--- src/design/ifp_pkg.sv ---
// Package of constants and carrier types for the interrupt flag and power control block.
// Function
// - Enable bit per extra pin, bit7=pin9.
// - Enabled pin wakes regardless of global enable.
// - Pin request needs low-volt gate too.
// - Pin flags set by hardware, zero clears.
// - PWM flags set by hardware, zero clears.
// - Power bit7 doubles first UART baud.
// - Power bit1 one enters stop mode.
// - Power bit0 one enters idle mode.
// - Power bits3,2 plain spare flags.
// - Timer1 overflow sets bit7, vector clears.
// - Timer0 overflow sets bit5, vector clears.
// - Bits6,4 run timer1 and timer0.
// - Pin1 falling edge sets bit3 in edge mode, vector clears.
// - Pin0 falling edge sets bit1 in edge mode, vector clears.
// - Bit2 selects pin1 level or edge.
// - Bit0 selects pin0 level or edge.
package ifp_pkg;
	localparam logic [7:0] OFS_PIN_EN = 8'h84;
	localparam logic [7:0] OFS_PIN_FLAGS = 8'h85;
	localparam logic [7:0] OFS_PWM_FLAGS = 8'h86;
	localparam logic [7:0] OFS_POWER = 8'h87;
	localparam logic [7:0] OFS_TCTRL = 8'h88;
	localparam logic [7:0] OFS_CTRL = 8'h8c;
	localparam logic [7:0] OFS_IRQ_STATUS = 8'h90;
	localparam logic [7:0] OFS_IRQ_MASK = 8'h94;
	localparam int BIT_DOUBLE_BAUD = 7;
	localparam int BIT_SPARE1 = 3;
	localparam int BIT_SPARE0 = 2;
	localparam int BIT_POWER_DOWN = 1;
	localparam int BIT_IDLE = 0;
	localparam int BIT_T1_OVF = 7;
	localparam int BIT_T1_RUN = 6;
	localparam int BIT_T0_OVF = 5;
	localparam int BIT_T0_RUN = 4;
	localparam int BIT_P1_EDGE = 3;
	localparam int BIT_P1_TRIG = 2;
	localparam int BIT_P0_EDGE = 1;
	localparam int BIT_P0_TRIG = 0;
	localparam logic [7:0] RESET_BYTE = 8'h00;
	localparam logic [7:0] POWER_RW_MASK = 8'h8f;
	localparam logic [7:0] PWM_FLAG_MASK = 8'h07;
	localparam logic [31:0] READ_UNMAPPED = 32'h00000000;
	// Vector acknowledge codes from the core.
	typedef enum logic [2:0] {
		ACK_NONE, ACK_PIN0, ACK_TIMER0, ACK_PIN1, ACK_TIMER1
	} ifp_ack_t;
	// Pin-side and event inputs grouped together.
	typedef struct packed {
		logic [7:0] extPins;
		logic extIrqPin0;
		logic extIrqPin1;
	} ifp_pins_t;
	typedef struct packed {
		logic [2:0] pwmEvent;
		logic timer0Overflow;
		logic timer1Overflow;
	} ifp_events_t;
endpackage

--- src/design/ifp_ctrl.sv ---
// Interrupt enable, flag and power-mode control block with an Avalon-MM slave.
`timescale 1ns/1ps
module ifp_ctrl (
	// Clock and reset.
	input wire logic clk,
	input wire logic rst,
	// Avalon-MM slave.
	input wire logic [7:0] address,
	input wire logic read,
	input wire logic write,
	input wire logic [31:0] writedata,
	input wire logic [3:0] byteenable,
	output logic [31:0] readdata,
	output logic waitrequest,
	// Pins (asynchronous) and same-clock events.
	input wire ifp_pkg::ifp_pins_t pins,
	input wire ifp_pkg::ifp_events_t events,
	input wire ifp_pkg::ifp_ack_t vectorAck,
	// Status toward the core.
	output logic [7:0] pinIrqReq,
	output logic [2:0] pwmIrqReq,
	output logic extIrq0Req,
	output logic extIrq1Req,
	output logic timer0IrqReq,
	output logic timer1IrqReq,
	output logic wakeUp,
	output logic stopMode,
	output logic idleMode,
	output logic uart1DoubleBaud,
	output logic timer0Run,
	output logic timer1Run,
	output logic irq
);
	logic [7:0] pinEn_reg, pinFlags_reg, pwmFlags_reg, power_reg, tctrl_reg;
	logic lowVoltGate_reg;
	logic [2:0] status_reg, mask_reg;
	logic [9:0] syncA_reg, syncB_reg, syncPrev_reg;
	logic ackPhase_reg;
	logic [31:0] readdata_next;
	logic wrEn, rdEn;
	logic [7:0] wByte, pinActive, pinRise;
	logic fall0, fall1, pinWake, anyWake;

	// Bus accesses complete in two cycles: waitrequest drops on the second one.
	assign wrEn = write && ackPhase_reg;
	assign rdEn = read && ackPhase_reg;
	assign wByte = byteenable[0] ? writedata[7:0] : 8'h00;

	// Two-flop synchroniser for every pin; only the second stage and its one-edge delayed copy feed logic.
	always_ff @(posedge clk) begin
		if (rst) begin
			syncA_reg <= 10'h3ff;
			syncB_reg <= 10'h3ff;
			syncPrev_reg <= 10'h3ff;
		end else begin
			syncA_reg <= {pins.extIrqPin1, pins.extIrqPin0, pins.extPins};
			syncB_reg <= syncA_reg;
			syncPrev_reg <= syncB_reg;
		end
	end

	// Extra pins assert on a rising edge of the synchronised level.
	assign pinRise = syncB_reg[7:0] & ~syncPrev_reg[7:0];
	assign pinActive = pinRise & pinEn_reg & {8{lowVoltGate_reg}};
	assign fall0 = syncPrev_reg[8] & ~syncB_reg[8];
	assign fall1 = syncPrev_reg[9] & ~syncB_reg[9];
	// Global enable is not consulted here, so wake-up works with it clear.
	assign pinWake = |(pinFlags_reg & pinEn_reg) && lowVoltGate_reg;
	assign anyWake = pinWake || (|pwmFlags_reg) || extIrq0Req || extIrq1Req || timer0IrqReq || timer1IrqReq;

	// Waitrequest handshake: one wait cycle per access.
	always_ff @(posedge clk) begin
		if (rst) begin
			ackPhase_reg <= 1'b0;
		end else begin
			ackPhase_reg <= (read || write) && !ackPhase_reg;
		end
	end

	// Enable register and low-voltage gate are plain read/write.
	always_ff @(posedge clk) begin
		if (rst) begin
			pinEn_reg <= ifp_pkg::RESET_BYTE;
			lowVoltGate_reg <= 1'b0;
		end else if (wrEn && byteenable[0]) begin
			if (address == ifp_pkg::OFS_PIN_EN) begin
				pinEn_reg <= wByte;
			end
			if (address == ifp_pkg::OFS_CTRL) begin
				lowVoltGate_reg <= wByte[0];
			end
		end
	end

	// Pin flags: zero clears, one leaves alone, and a new event wins over a clear.
	always_ff @(posedge clk) begin
		if (rst) begin
			pinFlags_reg <= ifp_pkg::RESET_BYTE;
		end else if (wrEn && byteenable[0] && address == ifp_pkg::OFS_PIN_FLAGS) begin
			pinFlags_reg <= (pinFlags_reg & wByte) | pinActive;
		end else begin
			pinFlags_reg <= pinFlags_reg | pinActive;
		end
	end

	// PWM flags behave the same way on the low three bits.
	always_ff @(posedge clk) begin
		if (rst) begin
			pwmFlags_reg <= ifp_pkg::RESET_BYTE;
		end else if (wrEn && byteenable[0] && address == ifp_pkg::OFS_PWM_FLAGS) begin
			pwmFlags_reg <= ((pwmFlags_reg & wByte) | {5'h00, events.pwmEvent}) & ifp_pkg::PWM_FLAG_MASK;
		end else begin
			pwmFlags_reg <= pwmFlags_reg | {5'h00, events.pwmEvent};
		end
	end

	// Power control; a pending wake source drops both sleep requests.
	always_ff @(posedge clk) begin
		if (rst) begin
			power_reg <= ifp_pkg::RESET_BYTE;
		end else if (wrEn && byteenable[0] && address == ifp_pkg::OFS_POWER) begin
			power_reg <= wByte & ifp_pkg::POWER_RW_MASK;
		end else if (anyWake) begin
			power_reg[ifp_pkg::BIT_POWER_DOWN] <= 1'b0;
			power_reg[ifp_pkg::BIT_IDLE] <= 1'b0;
		end
	end

	// Timer and external-interrupt control; hardware set wins over vector clear.
	always_ff @(posedge clk) begin
		if (rst) begin
			tctrl_reg <= ifp_pkg::RESET_BYTE;
		end else begin
			if (wrEn && byteenable[0] && address == ifp_pkg::OFS_TCTRL) begin
				tctrl_reg <= wByte;
			end else begin
				if (vectorAck == ifp_pkg::ACK_TIMER1) begin
					tctrl_reg[ifp_pkg::BIT_T1_OVF] <= 1'b0;
				end
				if (vectorAck == ifp_pkg::ACK_TIMER0) begin
					tctrl_reg[ifp_pkg::BIT_T0_OVF] <= 1'b0;
				end
				if (vectorAck == ifp_pkg::ACK_PIN1) begin
					tctrl_reg[ifp_pkg::BIT_P1_EDGE] <= 1'b0;
				end
				if (vectorAck == ifp_pkg::ACK_PIN0) begin
					tctrl_reg[ifp_pkg::BIT_P0_EDGE] <= 1'b0;
				end
			end
			if (events.timer1Overflow) begin
				tctrl_reg[ifp_pkg::BIT_T1_OVF] <= 1'b1;
			end
			if (events.timer0Overflow) begin
				tctrl_reg[ifp_pkg::BIT_T0_OVF] <= 1'b1;
			end
			if (fall1 && tctrl_reg[ifp_pkg::BIT_P1_TRIG]) begin
				tctrl_reg[ifp_pkg::BIT_P1_EDGE] <= 1'b1;
			end
			if (fall0 && tctrl_reg[ifp_pkg::BIT_P0_TRIG]) begin
				tctrl_reg[ifp_pkg::BIT_P0_EDGE] <= 1'b1;
			end
		end
	end

	// Interrupt status: pin, PWM and classic pin-fall events (no timer overflows); write one clears, set wins.
	always_ff @(posedge clk) begin
		if (rst) begin
			status_reg <= 3'h0;
			mask_reg <= 3'h0;
		end else begin
			if (wrEn && byteenable[0] && address == ifp_pkg::OFS_IRQ_MASK) begin
				mask_reg <= wByte[2:0];
			end
			if (wrEn && byteenable[0] && address == ifp_pkg::OFS_IRQ_STATUS) begin
				status_reg <= (status_reg & ~wByte[2:0]) | {fall0 | fall1, |events.pwmEvent, |pinActive};
			end else begin
				status_reg <= status_reg | {fall0 | fall1, |events.pwmEvent, |pinActive};
			end
		end
	end

	// Read mux; unmapped addresses return zero.
	always_comb begin
		readdata_next = ifp_pkg::READ_UNMAPPED;
		case (address)
			ifp_pkg::OFS_PIN_EN: readdata_next = {24'h000000, pinEn_reg};
			ifp_pkg::OFS_PIN_FLAGS: readdata_next = {24'h000000, pinFlags_reg};
			ifp_pkg::OFS_PWM_FLAGS: readdata_next = {24'h000000, pwmFlags_reg};
			ifp_pkg::OFS_POWER: readdata_next = {24'h000000, power_reg};
			ifp_pkg::OFS_TCTRL: readdata_next = {24'h000000, tctrl_reg};
			ifp_pkg::OFS_CTRL: readdata_next = {31'h00000000, lowVoltGate_reg};
			ifp_pkg::OFS_IRQ_STATUS: readdata_next = {29'h00000000, status_reg};
			ifp_pkg::OFS_IRQ_MASK: readdata_next = {29'h00000000, mask_reg};
			default: readdata_next = ifp_pkg::READ_UNMAPPED;
		endcase
	end

	// Bus outputs registered; readdata is loaded on the wait cycle so it stands at release.
	always_ff @(posedge clk) begin
		if (rst) begin
			readdata <= 32'h00000000;
			waitrequest <= 1'b1;
		end else begin
			readdata <= (read && !ackPhase_reg) ? readdata_next : readdata;
			waitrequest <= !((read || write) && !ackPhase_reg);
		end
	end

	// Registered requests; level mode tracks the pin low with no latching.
	always_ff @(posedge clk) begin
		if (rst) begin
			pinIrqReq <= 8'h00;
			pwmIrqReq <= 3'h0;
			extIrq0Req <= 1'b0;
			extIrq1Req <= 1'b0;
			timer0IrqReq <= 1'b0;
			timer1IrqReq <= 1'b0;
			wakeUp <= 1'b0;
			stopMode <= 1'b0;
			idleMode <= 1'b0;
			uart1DoubleBaud <= 1'b0;
			timer0Run <= 1'b0;
			timer1Run <= 1'b0;
			irq <= 1'b0;
		end else begin
			pinIrqReq <= pinFlags_reg & pinEn_reg & {8{lowVoltGate_reg}};
			pwmIrqReq <= pwmFlags_reg[2:0];
			extIrq0Req <= tctrl_reg[ifp_pkg::BIT_P0_TRIG] ? tctrl_reg[ifp_pkg::BIT_P0_EDGE] : !syncB_reg[8];
			extIrq1Req <= tctrl_reg[ifp_pkg::BIT_P1_TRIG] ? tctrl_reg[ifp_pkg::BIT_P1_EDGE] : !syncB_reg[9];
			timer0IrqReq <= tctrl_reg[ifp_pkg::BIT_T0_OVF];
			timer1IrqReq <= tctrl_reg[ifp_pkg::BIT_T1_OVF];
			wakeUp <= pinWake;
			stopMode <= power_reg[ifp_pkg::BIT_POWER_DOWN];
			idleMode <= power_reg[ifp_pkg::BIT_IDLE];
			uart1DoubleBaud <= power_reg[ifp_pkg::BIT_DOUBLE_BAUD];
			timer0Run <= tctrl_reg[ifp_pkg::BIT_T0_RUN];
			timer1Run <= tctrl_reg[ifp_pkg::BIT_T1_RUN];
			irq <= |(status_reg & mask_reg);
		end
	end
endmodule

--- config.mk ---
export PLATFORM = sky130hd
export DESIGN_NAME = ifp_ctrl
export DESIGN_NICKNAME = d
export VERILOG_FILES = /design/src/design/ifp_pkg.sv /design/src/design/ifp_ctrl.sv
export SDC_FILE = /design/constraint.sdc
export NUM_CORES = 1
export LEC_CHECK = 0
export BUFFER_PORTS_ARGS = -buffer_cell sky130_fd_sc_hd__buf_2
export CORE_ASPECT_RATIO = 0.7
export CORE_UTILIZATION = 57
export CTS_BUF_LIST = sky130_fd_sc_hd__clkbuf_4
export CTS_CLUSTER_SIZE = 8
export DETAILED_ROUTE_END_ITERATION = 12
export GPL_TIMING_DRIVEN = 0
export PLACE_DENSITY = 0.87
export SETUP_SLACK_MARGIN = 0.02
export SKIP_CTS_REPAIR_TIMING = 1
export SYNTH_ARGS = -nofsm -noshare
export SYNTH_HDL_FRONTEND = slang
export SYNTH_SLANG_ARGS = --single-unit
--- constraint.sdc ---
create_clock -name clk -period 4.8 [get_ports clk]
set_input_delay 0.96 -clock clk [delete_from_list [all_inputs] [get_ports clk]]
set_output_delay 0.96 -clock clk [all_outputs]
set_load 0.02 [all_outputs]
==> run metrics <==
Layout Skew=0.0190 ns; P&R area growth vs syn=16.5%; worst setup path start=address[5]; commonest non-fill, non-tap cells in the layout=dfxtp_1 (101), buf_2 (71), nor2_1 (57); ratio of final minimum period to clock period=0.473; Total Routing Usage GR=0.285; antenna fix cells=0; final std cells w/o fill=640; Main synth FF type=dfxtp_1; core footprint=6820 sq um; CTS tree=yes; Synth cell types=51; Slowest-stage cell, CP=a311oi_1; FF-to-FF path depth=6; # clock sinks=101; Initial Util=0.597; FF+latch count, synth=101; Final HPWL DP=7780 microns; Max Slew Vio Count=0; GP Congestion=0.928; hold path startpoint=syncA_reg[8]; setup slack at placement=2.10 ns; hold depth=1; PD cells=301 nW/um^2; root buffer cell=clkbuf_4; Slowest Stage Delay on Critical Path=0.37 ns; Critical Path End Type=register; WL met2=4370 microns; placed cell count=624; final-layout fill cell count=558; VDD IR-drop max=0.000261 V; Routed WL per cell=15.9 microns; Die W=103 microns; clock tree buffer depth=2; uppermost layer routed=met4; Mapped Cells=440; DR vias=3,466; LEAKAGE=2.03 nW; 1st-iter DRT viols=363; First-pass DRT Iterations=5; kind of critical path=input pin to register; Mapped Avg Cell Area=9.26 sq um; fmax=440 MHz; sequential fraction of the synthesis area=0.496; worst slew pin tran=0.638 ns; FP Rows=25; Max-cap violations=0; routed metal-1 wirelength=4740 microns; H-tree depth=3; die area=7490 sq um; YS warnings=0; vias in the first global route=2,920; layout cells sized above 1=0.297; grt total ovfl=0; number of synthesized flops with an enable pin=0; largest net degree at the start of global routing=20; Final #Nets=607; Worst Path Max Fanout=10; via/cell ratio=5.42; most common cell after layout, fill and taps aside=dfxtp_1; met3 routed wirelength=953 microns; status=completed; Hold Fails Final Rpt=0; initial antenna violation count=0; Post-Syn Area=4070 sq um; DR DRC count=0; insertion delay to the later sink of the worst-skew pair=0.46 ns; Slew HR=0.575; total wire length=10,200 microns; WP data required=5.14 ns; RSZ-0062 raised after global routing=false; CP arrival=2.62 ns; clock buffer count from CTS=9; worst reg2reg startpoint=ackPhase_reg; min setup slack post-route=2.53 ns; setup violators final=0; Clk pin slew, worst setup/hold paths=0.15 ns; final critical-path required period=2.27 ns; die height=72.7 microns; FFs w/ async S/R, synth=0; Top Ports=121; first-pass GRT wire length=15,500 microns; critical path's most frequent cell=buf_2; DRT antenna net count=0; number of port buffers=67; crit path cell chain=buf_2, nor3b_1, buf_2, nand4_1, clkbuf_1, a311oi_1, nor2_1; critical path launch point type=input pin; Hold Crit Class=register to register; Setup TNS Final=0 ns
[cell type report]
type	instances	area [sq um]	share of cell area
Buffer	47	307	0.0646
Clock buffer	9	67.6	0.0142
Clock inverter	7	66.3	0.0140
Inverter	6	22.5	0.00474
Multi-Input combinational cell	309	1810	0.381
Sequential cell	101	2020	0.426
Tap cell	94	118	0.0248
Timing Repair Buffer	67	335	0.0706
[report_power, final]
group	total, mW	internal (mW)	switching [mW]
clock	0.426	0.119	0.307
combinational	0.138	0.0563	0.0819
sequential	0.866	0.857	0.00844
total	1.43	1.03	0.397
[worst max-delay path, delay by kind of cell]
kind	cells	cell delay, ns
buffers and inverters	3	0.72
AND/OR/NAND/NOR	3	0.56
AO/OA/AOI/OAI	1	0.37
[metal layers]
metal	up-vias	track usage
li1	1665	-
met1	1603	0.426
met2	186	0.414
met3	12	0.0632
met4	0	0.0689
met5	-	0
[synth_stat cells (2+ instances only)]
master     number  area [sq um]
o2bb2ai_1       4          35.0
inv_1           6          22.5
nand3_1         5          25.0
or2_2          31           194
a32oi_1         2          17.5
or3b_4          2          22.5
o32ai_1         2          17.5
nand2_1        31           116
mux2_2          2          22.5
buf_4          27           203
dfxtp_1       101          2020
a31oi_1         2          12.5
a22oi_1         4          30.0
nand3b_1        2          15.0
and2_1          9          56.3
buf_1           2          7.51
nand4b_1        9          78.8
nand4_1         7          43.8
buf_2           4          20.0
and3b_2         2          20.0
mux2i_1        20           200
nor3_1          2          10.0
and3_1          3          18.8
o21ai_0        20           100
nor2_1         57           214
buf_6           3          33.8
nor4_1          3          18.8
nand2b_1        4          25.0
a21oi_1        31           155
a211oi_1        2          15.0
nor2b_1        12          75.1
clkbuf_1       10          37.5
[cell families after synthesis]
group / synth area share
and+or+nand+nor: 0.243
muxes: 0.0602
DFF: 0.496
xor gates and xnor gates: 0.00215
AOI/OAI and AO/OA: 0.116
buffers and inverters: 0.0808
other: 0.000920
[stage by stage]
step | utilization | power (mW) | area, sq um | hold WS (ns)
after floorplan | - | 0.975 | 4160 | 0.389
after global placement | 0.677 | 1.02 | 4610 | 0.393
after detailed placement | 0.677 | 1.02 | 4610 | 0.393
after CTS | 0.696 | 1.43 | 4750 | 0.429
after global routing | 0.696 | 1.49 | 4750 | 0.445
final | 0.696 | 1.43 | 4750 | 0.428
[worst paths after layout]
kind                            slack [ns]             to
worst max-delay path                  2.53   tctrl_reg[7]
worst min-delay path                  0.43   syncB_reg[8]
worst max register to register        2.75  status_reg[1]
worst min register to register        0.43   syncB_reg[8]
(Power assumes the default switching activity.)
